File: src/sdm_consts.svh
// sdm_consts.svh: constants of the step/direction microstep sequencer
// assumes: included by bare name from the package and the design module
`ifndef SDM_CONSTS_SVH
`define SDM_CONSTS_SVH

`define SDM_POS_W       10
`define SDM_RES_W       4
`define SDM_RES_FULL    4'h8
`define SDM_INT_W       20
`define SDM_INT_MAX     20'hfffff
`define SDM_POS_ZERO    10'h000
`define SDM_POS_RESET   10'h000
`define SDM_SUB_W       8
`define SDM_SUB_LAST    8'hff
`define SDM_CLK_PERIOD_NS 100

`endif

File: src/sdm_pkg.sv
// sdm_pkg.sv: types of the step/direction microstep sequencer
// assumes: sdm_consts.svh is on the include path
`include "sdm_consts.svh"
package sdm_pkg;
	typedef struct packed {
		logic step;
		logic dir;
	} sdm_pins_type;

	typedef struct packed {
		logic                    stst;
		logic                    standby;
		logic                    index;
		logic [`SDM_POS_W-1:0]   pos;
	} sdm_status_type;

	typedef enum logic [1:0] {
		SDM_IDLE = 2'b00,
		SDM_RUN  = 2'b01,
		SDM_STST = 2'b11
	} sdm_state_type;
endpackage

File: src/sdm_sequencer.sv
// sdm_sequencer.sv: step/direction front end with microstep interpolator
// assumes: step and dir come from pins, resolution and power-down select are static-ish levels
`timescale 1ns/10ps
`default_nettype none
`include "sdm_consts.svh"

// Functional notes
// - only rising step edges advance the sequencer
// - step and direction synchronised by two flip-flops
// - 1024-entry table indexed by position counter
// - direction 0 adds width, 1 subtracts
// - width is 1 to 256, doubling per setting
// - coarser resolution snaps to nearest valid position
// - full step visits 128,384,640,896 only
// - half step starts at 64, moves 128
// - quarter step starts at 32, moves 64
// - each edge with a measured interval starts a burst of 1 to 256 microsteps
// - microstep spacing is previous interval divided
// - measured interval saturates at 2^20-1 clocks (all ones)
// - no edge within limit raises standstill
// - standby reduction only when power-down select set
// - standstill flag clears on next active edge
// - faster rate adopted after one period
// - index marks position zero once per period
// - position counter wraps modulo 1024
module sdm_sequencer #(
	parameter int POS_W = `SDM_POS_W,
	parameter int INT_W = `SDM_INT_W
) (
	// clock and reset
	input  wire logic              clk_sys,
	input  wire logic              reset,
	// pins from the motion controller
	input  wire sdm_pkg::sdm_pins_type pins,
	// configuration levels
	input  wire logic [`SDM_RES_W-1:0] resolution,
	input  wire logic              power_down_select_pin,
	// sequencer outputs
	output logic [POS_W-1:0]       table_pos,
	output logic [POS_W-1:0]       input_pos,
	output logic                   index_out,
	output logic                   stst_flag,
	output logic                   standby_req,
	output logic                   microstep_pulse
);
	// ----------------------------------------
	// input synchronisers
	// ----------------------------------------
	logic [1:0] step_sync_ff;
	logic [1:0] dir_sync_ff;
	logic       step_prev_ff;
	logic [`SDM_RES_W-1:0] res_ff;
	logic       pdn_sync0_ff;
	logic       pdn_ff;

	always_ff @(posedge clk_sys) begin
		if (reset) begin
			step_sync_ff <= 2'h0;
			dir_sync_ff  <= 2'h0;
			step_prev_ff <= 1'b0;
			pdn_sync0_ff <= 1'b0;
			pdn_ff       <= 1'b0;
			res_ff       <= 4'h0;
		end else begin
			step_sync_ff <= {step_sync_ff[0], pins.step};
			dir_sync_ff  <= {dir_sync_ff[0], pins.dir};
			step_prev_ff <= step_sync_ff[1];
			pdn_sync0_ff <= power_down_select_pin;
			pdn_ff       <= pdn_sync0_ff;
			res_ff       <= resolution;
		end
	end

	// falling edges are deliberately ignored
	wire step_edge = step_sync_ff[1] & ~step_prev_ff;
	wire dir_now   = dir_sync_ff[1];

	// ----------------------------------------
	// step width and snapping
	// ----------------------------------------
	// setting 0 is 256x, each increment doubles the width; clipped at full step
	function automatic logic [POS_W-1:0] width_of(input logic [`SDM_RES_W-1:0] r);
		logic [`SDM_RES_W-1:0] rc;
		rc = (r > `SDM_RES_FULL) ? `SDM_RES_FULL : r;
		width_of = POS_W'(1) << rc;
	endfunction

	// valid positions of a width w sit at odd multiples of w/2 (or any at width 1)
	function automatic logic [POS_W-1:0] snap(input logic [POS_W-1:0] p, input logic [POS_W-1:0] w);
		logic [POS_W-1:0] half;
		logic [POS_W-1:0] base;
		half = w >> 1;
		base = (p - half) & ~(w - POS_W'(1));
		if (((p - half - base) & (w - POS_W'(1))) >= half && w != POS_W'(1))
			base = base + w;
		snap = (w == POS_W'(1)) ? p : POS_W'(base + half);
	endfunction

	wire [POS_W-1:0] width_w  = width_of(res_ff);
	logic [`SDM_RES_W-1:0] res_prev_ff;
	logic [POS_W-1:0] in_pos_ff;
	wire coarser = res_ff > res_prev_ff;
	wire [POS_W-1:0] snapped = snap(in_pos_ff, width_w);
	// snap only on a coarser change; a finer setting keeps stepping from where it stands
	wire [POS_W-1:0] base_pos = coarser ? snapped : in_pos_ff;
	wire [POS_W-1:0] stepped = dir_now ? POS_W'(base_pos - width_w) : POS_W'(base_pos + width_w);
	wire [POS_W-1:0] nxt_in_pos = step_edge ? stepped : (coarser ? snapped : in_pos_ff);

	// ----------------------------------------
	// interval measurement and standstill
	// ----------------------------------------
	logic [INT_W-1:0] icnt_ff;
	logic [INT_W-1:0] last_int_ff;
	logic             valid_int_ff;
	logic             stst_ff;
	logic             standby_ff;
	sdm_pkg::sdm_state_type state_ff;

	// all ones is the longest interval the counter holds, whatever INT_W is set to
	wire icnt_sat = &icnt_ff;
	wire [INT_W-1:0] nxt_icnt = step_edge ? '0 : (icnt_sat ? icnt_ff : INT_W'(icnt_ff + 1'b1));
	wire stst_event = icnt_sat & ~stst_ff;
	sdm_pkg::sdm_state_type nxt_state;
	always_comb begin
		case (state_ff)
			sdm_pkg::SDM_IDLE: nxt_state = step_edge ? sdm_pkg::SDM_RUN : sdm_pkg::SDM_IDLE;
			sdm_pkg::SDM_RUN:  nxt_state = stst_event ? sdm_pkg::SDM_STST : sdm_pkg::SDM_RUN;
			sdm_pkg::SDM_STST: nxt_state = step_edge ? sdm_pkg::SDM_RUN : sdm_pkg::SDM_STST;
			default:           nxt_state = sdm_pkg::SDM_IDLE;
		endcase
	end

	always_ff @(posedge clk_sys) begin
		if (reset) begin
			icnt_ff      <= '0;
			last_int_ff  <= '0;
			valid_int_ff <= 1'b0;
			stst_ff      <= 1'b0;
			standby_ff   <= 1'b0;
			state_ff     <= sdm_pkg::SDM_IDLE;
			res_prev_ff  <= 4'h0;
			in_pos_ff    <= `SDM_POS_RESET;
		end else begin
			icnt_ff     <= nxt_icnt;
			state_ff    <= nxt_state;
			res_prev_ff <= res_ff;
			in_pos_ff   <= nxt_in_pos;
			if (step_edge) begin
				// the very first edge only opens a measurement window
				last_int_ff  <= icnt_ff;
				valid_int_ff <= (state_ff == sdm_pkg::SDM_RUN) & ~icnt_sat;
				stst_ff      <= 1'b0;
				standby_ff   <= 1'b0;
			end else if (icnt_sat) begin
				valid_int_ff <= 1'b0;
				stst_ff      <= 1'b1;
				standby_ff   <= pdn_ff;
			end
		end
	end

	// ----------------------------------------
	// microstep interpolator
	// ----------------------------------------
	// spacing = interval/256 in clocks; a fresh edge restarts the burst so
	// unissued microsteps from a slow period are dropped (small angle jump)
	wire [INT_W-1:0] spacing = {8'h00, last_int_ff[INT_W-1:`SDM_SUB_W]};
	logic [INT_W-1:0] tick_ff;
	logic [POS_W-1:0] out_pos_ff;
	logic [POS_W-1:0] left_ff;
	logic             dir_out_ff;
	logic             mstep_ff;
	logic             index_ff;

	wire tick_done = (tick_ff >= spacing);
	wire emit = (left_ff != '0) & tick_done & valid_int_ff;
	wire [POS_W-1:0] nxt_out = dir_out_ff ? POS_W'(out_pos_ff - 1'b1) : POS_W'(out_pos_ff + 1'b1);

	always_ff @(posedge clk_sys) begin
		if (reset) begin
			tick_ff    <= '0;
			out_pos_ff <= `SDM_POS_RESET;
			left_ff    <= '0;
			dir_out_ff <= 1'b0;
			mstep_ff   <= 1'b0;
			index_ff   <= 1'b0;
		end else begin
			mstep_ff <= emit;
			if (step_edge || coarser) begin
				// jump to the input's current snapped vector, then interpolate toward the next
				// a coarser change cancels a running burst so the snapped vector shows at once
				out_pos_ff <= step_edge ? base_pos : nxt_in_pos;
				dir_out_ff <= dir_now;
				tick_ff    <= '0;
				left_ff    <= (step_edge && valid_int_ff) ? width_w : '0;
				if (step_edge && !valid_int_ff)
					out_pos_ff <= stepped;
			end else if (emit) begin
				out_pos_ff <= nxt_out;
				left_ff    <= POS_W'(left_ff - 1'b1);
				tick_ff    <= '0;
			end else begin
				tick_ff <= tick_done ? tick_ff : INT_W'(tick_ff + 1'b1);
			end
			index_ff <= (out_pos_ff == `SDM_POS_ZERO);
		end
	end

	// ----------------------------------------
	// outputs
	// ----------------------------------------
	assign table_pos       = out_pos_ff;
	assign input_pos       = in_pos_ff;
	assign index_out       = index_ff;
	assign stst_flag       = stst_ff;
	assign standby_req     = standby_ff;
	assign microstep_pulse = mstep_ff;

	// emits since the last restart never exceed the width taken at that restart
	logic [POS_W-1:0] burst_cnt_ff;
	logic [POS_W-1:0] burst_w_ff;
	always_ff @(posedge clk_sys) begin
		if (reset) begin
			burst_cnt_ff <= '0;
			burst_w_ff   <= '0;
		end else if (step_edge || coarser) begin
			burst_cnt_ff <= '0;
			burst_w_ff   <= width_w;
		end else begin
			burst_cnt_ff <= POS_W'(burst_cnt_ff + emit);
		end
	end
endmodule
`default_nettype wire

File: config.mk
export PLATFORM = sky130hd
export DESIGN_NAME = sdm_sequencer
export DESIGN_NICKNAME = d
export VERILOG_FILES = /design/src/sdm_pkg.sv /design/src/sdm_sequencer.sv
export VERILOG_INCLUDE_DIRS = /design/src
export SDC_FILE = /design/constraint.sdc
export NUM_CORES = 1
export LEC_CHECK = 0
export ABC_AREA = 1
export BUFFER_PORTS_ARGS = -buffer_cell sky130_fd_sc_hd__buf_4
export CAP_MARGIN = 20
export CELL_PAD_IN_SITES_DETAIL_PLACEMENT = 1
export CELL_PAD_IN_SITES_GLOBAL_PLACEMENT = 2
export CORE_MARGIN = 4
export CORE_UTILIZATION = 32
export CTS_CLUSTER_DIAMETER = 200
export DETAILED_ROUTE_END_ITERATION = 12
export PLACE_DENSITY = 0.78
export SLEW_MARGIN = 20
export SYNTH_ARGS = -nofsm -noshare
export SYNTH_HDL_FRONTEND = slang
export SYNTH_SLANG_ARGS = --single-unit
File: constraint.sdc
create_clock -name clk_sys -period 7 [get_ports clk_sys]
set_clock_uncertainty 0.15 [all_clocks]
set_input_delay 0 -clock clk_sys [delete_from_list [all_inputs] [get_ports clk_sys]]
set_output_delay 0 -clock clk_sys [all_outputs]
set_load 0.05 [all_outputs]
* After elaboration in Yosys (flattened, before gate mapping)
Cells that the tools add are included.
Word-level totals: input bits 9, word-level logic and storage cells 85, output and inout bits 24, register bits after elaboration 113
Cells by class: order comparisons 4, mux-type cells 20, $add $sub $neg 12, equality and inequality tests 4, reduce and logical (&&, ||, !) cells 13, shift-type cells 1, bitwise logic cells 11
Operator list (count):
- $mux W10 | 13
- $add A20 B1 Y20 const B | 2
- $sub A10 B1 Y10 const B | 3
- $add A10 B10 Y10 | 2
- $and A10 B10 Y10 | 2
- $ge A20 B12 Y1 | 1
- $reduce_and A20 Y1 | 1
- $sub A10 B10 Y10 | 2
- $add A10 B1 Y10 const B | 1
- $add A10 B9 Y10 | 1
- $eq A10 B1 Y1 const B | 1
- $ge A10 B9 Y1 | 1
- $logic_not A10 Y1 | 1
- $ne A10 B1 Y1 const B | 1
- $not A10 Y10 | 1
- $reduce_bool A10 Y1 | 1
- $shl A1 B4 Y10 const A | 1
- $sub A10 B9 Y10 | 1
- $pmux W2 S3 | 1
- $and A1 B1 Y1 | 5
- $gt A4 B4 Y1 | 1
- $gt A4 B4 Y1 const B | 1
- $mux W2 | 2
- $mux W4 | 1
- 11 further kinds | 18

* Depth between registers and ports, before layout
Gate-level depths: netlist (run 1).
depth after elaboration 20, depth in mapped cells 50, mapped depth without buffers 49

* Worst setup path after synthesis (run 1)
OpenSTA, ideal clock, no wires.
kind reg-to-reg, start point reg res_ff[3], end point reg out_pos_ff[9] (netlist: table_pos[9]), arrival time 6.410 ns, setup time 0.070 ns, cell stages (with the launch flop) 48, required time 6.780 ns, buffers on the path 1, period minus slack after synthesis 6.630 ns, slack 0.370 ns, cells stage by stage dfxtp_1 -> inv_4 -> nand2_4 -> nor2_4 -> inv_2 -> nor2_4 -> inv_1 -> fa_1 -> nand2_1 -> ha_1 -> a21oi_1 -> o21ai_0 -> nor2_1 -> nand3b_1 -> o21ai_0 -> a21oi_1 -> ha_1 -> nand2_1 -> [... 12 more ...] -> nand2_1 -> a21oi_1 -> nor2_1 -> o21ai_0 -> nand2_1 -> nand2_1 -> nand3_1 -> nand2_1 -> ha_1 -> nand2_1 -> nor2_1 -> nand3_1 -> o2111ai_1 -> xor2_1 -> inv_1 -> nand2_2 -> nand3_1 -> a21oi_1
Between the ends: longest elaborated chain between the ends 20, elaborated cells between the ends (all ways) 28, those cells by class add/sub (7); order compare (3); eq/ne (2); shift (1); mux (9); bitwise (3); reduce/logical (3)
RTL lines:
- start, declared | RTL line sdm_sequencer.sv:52 | logic [`SDM_RES_W-1:0] res_ff;
- start signal, assigned | RTL line sdm_sequencer.sv:70 | res_ff <= resolution;
- $gt A4 B4 Y1 (no source line)
- $mux W4 | RTL line sdm_sequencer.sv:84 | rc = (r > `SDM_RES_FULL) ? `SDM_RES_FULL : r;
- $shl A1 B4 Y10 | RTL line sdm_sequencer.sv:85 | width_of = POS_W'(1) << rc;
- $sub A10 B1 Y10 | RTL line sdm_sequencer.sv:93, sdm_sequencer.sv:94
- $not A10 Y10 | RTL line sdm_sequencer.sv:93 | base = (p - half) & ~(w - POS_W'(1));
- $and A10 B10 Y10 | RTL line sdm_sequencer.sv:93
- $sub A10 B10 Y10 | RTL line sdm_sequencer.sv:94 | if (((p - half - base) & (w - POS_W'(1))) >= half && w != POS_W'(1))
- $and A10 B10 Y10 | RTL line sdm_sequencer.sv:94
- [... 4 more ...]
- $mux W10 | RTL line sdm_sequencer.sv:96 | snap = (w == POS_W'(1)) ? p : POS_W'(base + half);
- $mux W10 | RTL line sdm_sequencer.sv:105, sdm_sequencer.sv:107
- $add A10 B10 Y10 or $sub A10 B10 Y10 (tied branches) | RTL line sdm_sequencer.sv:106 | wire [POS_W-1:0] stepped = dir_now ? POS_W'(base_pos - width_w) : POS_W'(base_pos + width_w);
- $mux W10 | RTL line sdm_sequencer.sv:106
- $mux W10 | RTL line sdm_sequencer.sv:107 | wire [POS_W-1:0] nxt_in_pos = step_edge ? stepped : (coarser ? snapped : in_pos_ff);
- $mux W10 | RTL line sdm_sequencer.sv:192 | out_pos_ff <= step_edge ? base_pos : nxt_in_pos;
- $mux W10 | RTL line sdm_sequencer.sv:196 | if (step_edge && !valid_int_ff)
- $mux W10 | RTL line sdm_sequencer.sv:189 | if (step_edge || coarser) begin
- end signal, assigned | RTL line sdm_sequencer.sv:192
- end signal, assigned | RTL line sdm_sequencer.sv:197 | out_pos_ff <= stepped;
- end signal, assigned | RTL line sdm_sequencer.sv:199 | out_pos_ff <= nxt_out;
- end, declared | RTL line sdm_sequencer.sv:169 | logic [POS_W-1:0] out_pos_ff;
Parallel ways exist; a longest one is shown, timed or not. A chain may end at the register's enable or synchronous reset.

* Worst setup path after layout (run 1)
start point reg res_ff[3], end point reg out_pos_ff[7] (netlist: table_pos[7])
The elaborated chain is that of the path after synthesis.

==> flow_summary.yaml, run 1 <==
layout:
  fin_util_pct: 39.8
  layout-drive-gt1-share_pct: 17.6
  n_antenna_cell: 0
  nNetsFinal: 1240
  syn2layout_area_growth_pct: 21.9
  stdcell_area_um2: 9080
clock_network:
  h-tree-depth: 3
  cts_root_buf: "clkbuf_16"
  numCtsBuffers: 9
  tritoncts: "done"
  cts_buffer_depth: 2
  clock_latency_ns: 0.36
  cts.clk_slew.worst_paths_ns: 0.08
  cts_sinks: 105
yosys:
  seq_area_frac_synth_pct: 28.2
  synth_cells: 1067
  yosysTopAreaCellShare_pct: 28.2
  synthTopCellsByArea: "dfxtp_1 28%, ha_1 12%, nand2_1 8.8%"
  synth_area_um2: 7440
  syn_area_per_cell_um2: 6.98
  synth_cell_types: 57
  synth_seq_cells: 105
  synth_top_area_cell: "dfxtp_1"
  synth_warnings: 0
die:
  rows: 55
  core_um2: 22800
  fp.dieW_um: 161
  die-height_um: 161
  die_area_um2: 25800
  initial_utilization_pct: 32.7
  ios: 33
drt:
  num_vias: 7110
  ant_nets: 0
  avgRoutedWirePerCell_um: 15.1
  first_pass_iters: 4
  dr.first_iter.drc_count: 282
  drcViolationCount: 0
  vias_per_cell: 4.82
  wirelength_um: 22200
setup_path:
  cpMostUsedCell: "o21ai_1"
  critPathCapture: "table_pos[7]"
  cp_slowest_cell: "fa_2"
  worstReg2RegStart: "res_ff[3]"
  critPathMaxStageDelay_ns: 0.57
  cp-start-kind: "register"
  timing.rr.end: "table_pos[7]"
  reg2reg_slack_ns: 0.43
  cp.arrival_ns: 6.71
  cp-startpoint: "res_ff[3]"
  end_kind: "register"
  critPathKind: "reg -> reg"
  cp_max_fo: 5
  required_ns: 7.14
  reg2regPathDepth: 41
power:
  vdd_drop_max_mv: 0.126
  power_mw: 3.05
  p_per_area_nw_per_um2: 336
  leakagePower_nw: 4.06
global_route:
  grt_max_degree: 28
  grt_pass1_vias: 7238
  grt-ovfl-total: 0
  antenna_found_initial: 0
  grt_pass1_wl_um: 37000
  grt_usage_pct: 17.3
sta:
  min_period_over_period_pct: 93.8
  max_slew_margin_pct: 28.6
  tightest_slew_ns: 1.07
  finalMaxSlewViolations: 0
  fmax_ghz: 0.152
  setup_tns_ns: 0
  hold_viol_final: 0
  period_needed_ns: 6.57
  setup_violations: 0
  hold-worst-slack_ns: 0.257
place:
  io_buffers: 32
  place_hpwl_um: 17600
  place_congestion: 0.858
  placed_area_um2: 8230
worst_hold_path:
  hold_class: "reg -> reg"
job:
  max_cap_viol_count: 0
status:
  status: "finished, final reports clean"
[per-stage QoR]
step	std cells	setup slack (ns)
final	1474	0.432
after global routing	1474	-0.0722
after CTS	1459	0.0217
after detailed placement	1427	-0.110
after global placement	1427	0.0667
after floorplan	1070	0.370
[cell usage after synthesis, drive strengths merged]
cell,count
a211oi,4
a21o,1
a21oi,85
a22o,3
a22oi,3
a31oi,7
a32o,1
buf,5
clkbuf,14
clkinv,1
conb,2
dfxtp,105
dlygate4sd1,1
fa,4
ha,71
inv,175
nand2,190
nand3,62
nand3b,2
nand4,13
nor2,121
nor3,15
nor3b,3
nor4,10
o2111ai,3
o211ai,6
o21a,2
o21ai,87
o21bai,1
o22ai,17
o31ai,4
or2,6
or3,1
xnor2,10
xor2,32
[cell type report]
cell class	count	area (µm²)
Clock inverter	7	88.8
Timing Repair Buffer	95	758
Multi-Input combinational cell	769	4830
Clock buffer	9	225
Sequential cell	105	2110
Fill cell	2846	13700
Tap cell	313	392
Inverter	176	671
[flip-flops by register name (all words and copies together) (netlist names)]
name	cells
dir_out_ff	1
dir_sync_ff	2
icnt_ff	20
index_out	1
input_pos	10
last_int_ff	12
left_ff	10
microstep_pulse	1
pdn_ff	1
pdn_sync0_ff	1
res_ff	4
res_prev_ff	4
standby_req	1
state_ff	2
step_prev_ff	1
step_sync_ff	2
stst_flag	1
table_pos	10
tick_ff	20
valid_int_ff	1
[where the power goes]
group | total [mW] | internal [mW] | switching (mW)
Clock | 0.542 | 0.285 | 0.257
Combinational | 1.79 | 0.716 | 1.07
Sequential | 0.715 | 0.650 | 0.0649
Total | 3.05 | 1.65 | 1.39
[repair_timing]
item                                    in CTS  in global routing
endpoints found under the hold margin       20                  0
hold buffers                                15                  0
buffers inserted                             1                 15
pin swaps                                    1                 39
endpoints found under the setup margin       3                 14
gates resized for setup                      5                 76
[critical path, delay by kind of cell, from the launching register on]
| family | cells | cell delay, ns |
|---|---|---|
| flops | 1 | 0.37 |
| simple gates | 12 | 1.36 |
| fa+ha+maj | 7 | 2.03 |
| compound gates | 13 | 1.72 |
| xor+xnor | 2 | 0.26 |
| buf+inv | 7 | 0.62 |
[metal layers]
| metal | part of all wire [%] | global-route usage (%) | routed length, µm | up-vias |
|---|---|---|---|---|
| met5 | 0 | 0 | 0 | - |
| met2 | 48 | 30.5 | 10700 | 49 |
| li1 | - | - | - | 3692 |
| met1 | 49 | 22.9 | 10800 | 3356 |
| met3 | 2.0 | 2.31 | 442 | 13 |
| met4 | 0.95 | 3.36 | 212 | 0 |
[cells by family (layout without fill, tap and decap cells)]
logic type	after synthesis	in the layout	synth area share, %
buffers and inverters	196	287	10.2
adder cells (fa/ha/maj)	75	75	13.0
other	2	5	0.101
AO/OA/AOI/OAI	224	224	16.8
flip-flops	105	105	28.2
AND/OR/NAND/NOR	423	423	26.6
XOR/XNOR	42	42	4.94
[how the worst min path moves through the flow]
| stage | from | end | slack [ns] | cells past startpoint |
|---|---|---|---|---|
| finish | step_sync_ff[0] | step_sync_ff[1] | 0.26 | 2 |
| global route | step_sync_ff[0] | step_sync_ff[1] | 0.28 | 2 |
| CTS | dir_sync_ff[0] | dir_sync_ff[1] | 0.26 | 2 |
| detailed placement | power_down_select_pin | pdn_sync0_ff | 0.06 | 3 |
| global placement | power_down_select_pin | pdn_sync0_ff | 0.05 | 3 |
| floorplan | pins[0] | dir_sync_ff[0] | -0.04 | 2 |
[placed cells by master (no fill, tap or decap), types with 7 or more instances in the layout]
| cell type | n |
|---|---|
| a21oi_1 | 78 |
| a21oi_2 | 7 |
| a31oi_1 | 7 |
| buf_4 | 78 |
| clkbuf_16 | 9 |
| dfxtp_1 | 101 |
| dlygate4sd3_1 | 15 |
| ha_1 | 61 |
| ha_4 | 7 |
| inv_1 | 162 |
| inv_2 | 10 |
| nand2_1 | 167 |
| nand2_2 | 18 |
| nand3_1 | 54 |
| nand3_2 | 8 |
| nand4_1 | 11 |
| nor2_1 | 107 |
| nor2_2 | 9 |
| nor3_1 | 13 |
| nor4_1 | 8 |
| o21ai_0 | 68 |
| o21ai_1 | 10 |
| o21ai_2 | 9 |
| o22ai_1 | 17 |
| xnor2_1 | 10 |
| xor2_1 | 31 |
Power figures use the tool's default switching activity.
==> inputs of run 2 (changes only) <==
==> constraint.sdc (replaced) <==
create_clock -name clk_sys -period 7 [get_ports clk_sys]
set_clock_uncertainty 0.15 [all_clocks]
set_input_delay 0.35 -clock clk_sys [delete_from_list [all_inputs] [get_ports clk_sys]]
set_output_delay 0.35 -clock clk_sys [all_outputs]
set_load 0.05 [all_outputs]
==> run 2 against run 1 <==
Final area fell by 1.7%. Highest routed layer unchanged. Largest power group unchanged. Combinational power barely moved. Wire length fell by 0.22%. Clock power barely moved.
==> flow_summary.yaml, run 2 (synthesis gave the netlist of run 1 again) <==
setup_path:
  cp.arrival_ns: 6.70
  cp-start-kind: "register"
  end_kind: "register"
  critPathKind: "reg -> reg"
  cpMostUsedCell: "o21ai_1"
  critPathMaxStageDelay_ns: 0.57
  cp_slowest_cell: "fa_2"
  cp_max_fo: 5
  required_ns: 7.14
power:
  intPower_mw: 1.65
  leakagePower_nw: 3.99
  pwr-share-comb_pct: 58.6
  p_per_area_nw_per_um2: 340
  switchingPower_mw: 1.39
  power_frac_clock_pct: 17.8
  p_sw_share_pct: 45.8
  vdd_drop_max_mv: 0.126
  p_seq_share_pct: 23.5
drt:
  ant_nets: 0
  wirelength_um: 22200
  first_pass_iters: 4
  dr.first_iter.drc_count: 272
  drcViolationCount: 0
  vias_per_cell: 4.83
  num_vias: 7053
  avgRoutedWirePerCell_um: 15.2
sta:
  setup_violations: 0
  hold_viol_final: 0
  period_needed_ns: 6.56
  finalMaxSlewViolations: 0
  tightest_slew_ns: 1.04
  fmax_ghz: 0.152
  setup_ws_ns: 0.442
  max_slew_margin_pct: 30.7
  min_period_over_period_pct: 93.7
place:
  placed_area_um2: 8230
  place_congestion: 0.858
  pre_cts_ws_ns: -0.110
  io_buffers: 32
  place_hpwl_um: 17600
clock_network:
  h-tree-depth: 3
  tritoncts: "done"
  cts_buffer_depth: 2
  numCtsBuffers: 9
  cts_sinks: 105
  cts.clk_slew.worst_paths_ns: 0.08
  cts_root_buf: "clkbuf_16"
  cts_hold_buffers: 0
  clock_latency_ns: 0.36
layout:
  n_fill_cell: 2851
  reg_top3: "icnt_ff (20), tick_ff (20), last_int_ff (12)"
  syn2layout_area_growth_pct: 19.9
  stdcell_area_um2: 8930
  layout_commonest_cell: "nand2_1"
  layout-drive-gt1-share_pct: 17.8
  n_antenna_cell: 0
  layout_common_cells: "167 x nand2_1, 162 x inv_1, 107 x nor2_1"
  nNetsFinal: 1225
  fin_util_pct: 39.2
die:
  initial_utilization_pct: 32.7
  die-height_um: 161
  rows: 55
  die_area_um2: 25800
  core_um2: 22800
  ios: 33
  fp.dieW_um: 161
status:
  status: "finished, final reports clean"
global_route:
  antenna_found_initial: 0
  grt_usage_pct: 17.3
  grt_pass1_vias: 7164
  grt_pass1_wl_um: 36800
  grt-ovfl-total: 0
  grt_max_degree: 28
worst_hold_path:
  hold_class: "in -> reg"
job:
  max_cap_viol_count: 0
run 2: cell count changes in the layout (fill, tap and decap cells not counted):
cell,before,now
dlygate4sd3_1,15,0
run 2: power groups by stage:
stage          sequential [mW]  clock [mW]  combinational (mW)
2_1_floorplan            0.828           0                1.05
3_3_place_gp             0.729           0                1.55
3_5_place_dp             0.730           0                1.57
4_1_cts                  0.716       0.560                1.58
5_1_grt                  0.724       0.580                2.02
6_report                 0.715       0.542                1.78
run 2: layout make-up:
| cell class | instances | area [µm²] | area share (%) |
|---|---|---|---|
| multi-input cells | 769 | 4830 | 54.1 |
| flip-flops and latches | 105 | 2110 | 23.7 |
| inverters | 176 | 671 | 7.51 |
| repair buffers | 80 | 608 | 6.81 |
| well taps | 313 | 392 | 4.39 |
| clock buffers | 9 | 225 | 2.52 |
| clock inverters | 7 | 88.8 | 0.995 |
run 2: critical path: cells and delay by family, from the launching register on:
kind	cells	cell delay [ns]
adders and majority gates	7	2.03
buffers and inverters	7	0.62
DFF	1	0.37
xor gates and xnor gates	2	0.26
AOI/OAI and AO/OA	13	1.72
and+or+nand+nor	12	1.35
run 2: final timing paths:
check                          to  cells after the start  slack (ns)                  start
hold / removal       pdn_sync0_ff                      3        0.05  power_down_select_pin
setup / recovery     table_pos[7]                     41        0.44              res_ff[3]
hold reg to reg   step_sync_ff[1]                      2        0.26        step_sync_ff[0]
setup reg to reg     table_pos[7]                     41        0.44              res_ff[3]
run 2: repair_timing:
action | in CTS | in global routing
setup buffers | 1 | 15
pin swaps | 1 | 39
setup endpoints to repair | 3 | 14
resized for setup | 5 | 76
run 2: stage by stage:
step | instances | setup TNS (ns) | hold WS (ns) | total power [mW]
2_1_floorplan | 1070 | 0 | 0.238 | 1.87
5_1_grt | 1459 | -0.220 | 0.0410 | 3.32
3_3_place_gp | 1427 | 0 | 0.241 | 2.28
3_5_place_dp | 1427 | -0.297 | 0.245 | 2.30
6_report | 1459 | 0 | 0.0465 | 3.04
4_1_cts | 1444 | 0 | 0.0327 | 2.86
run 2: metal layers:
layer | vias up | part of all wire [%] | GRT usage (%)
met5 | - | 0 | 0
met4 | 0 | 1.0 | 3.36
met3 | 15 | 1.5 | 2.34
met2 | 37 | 48 | 30.2
met1 | 3342 | 49 | 22.9
li1 | 3659 | - | -
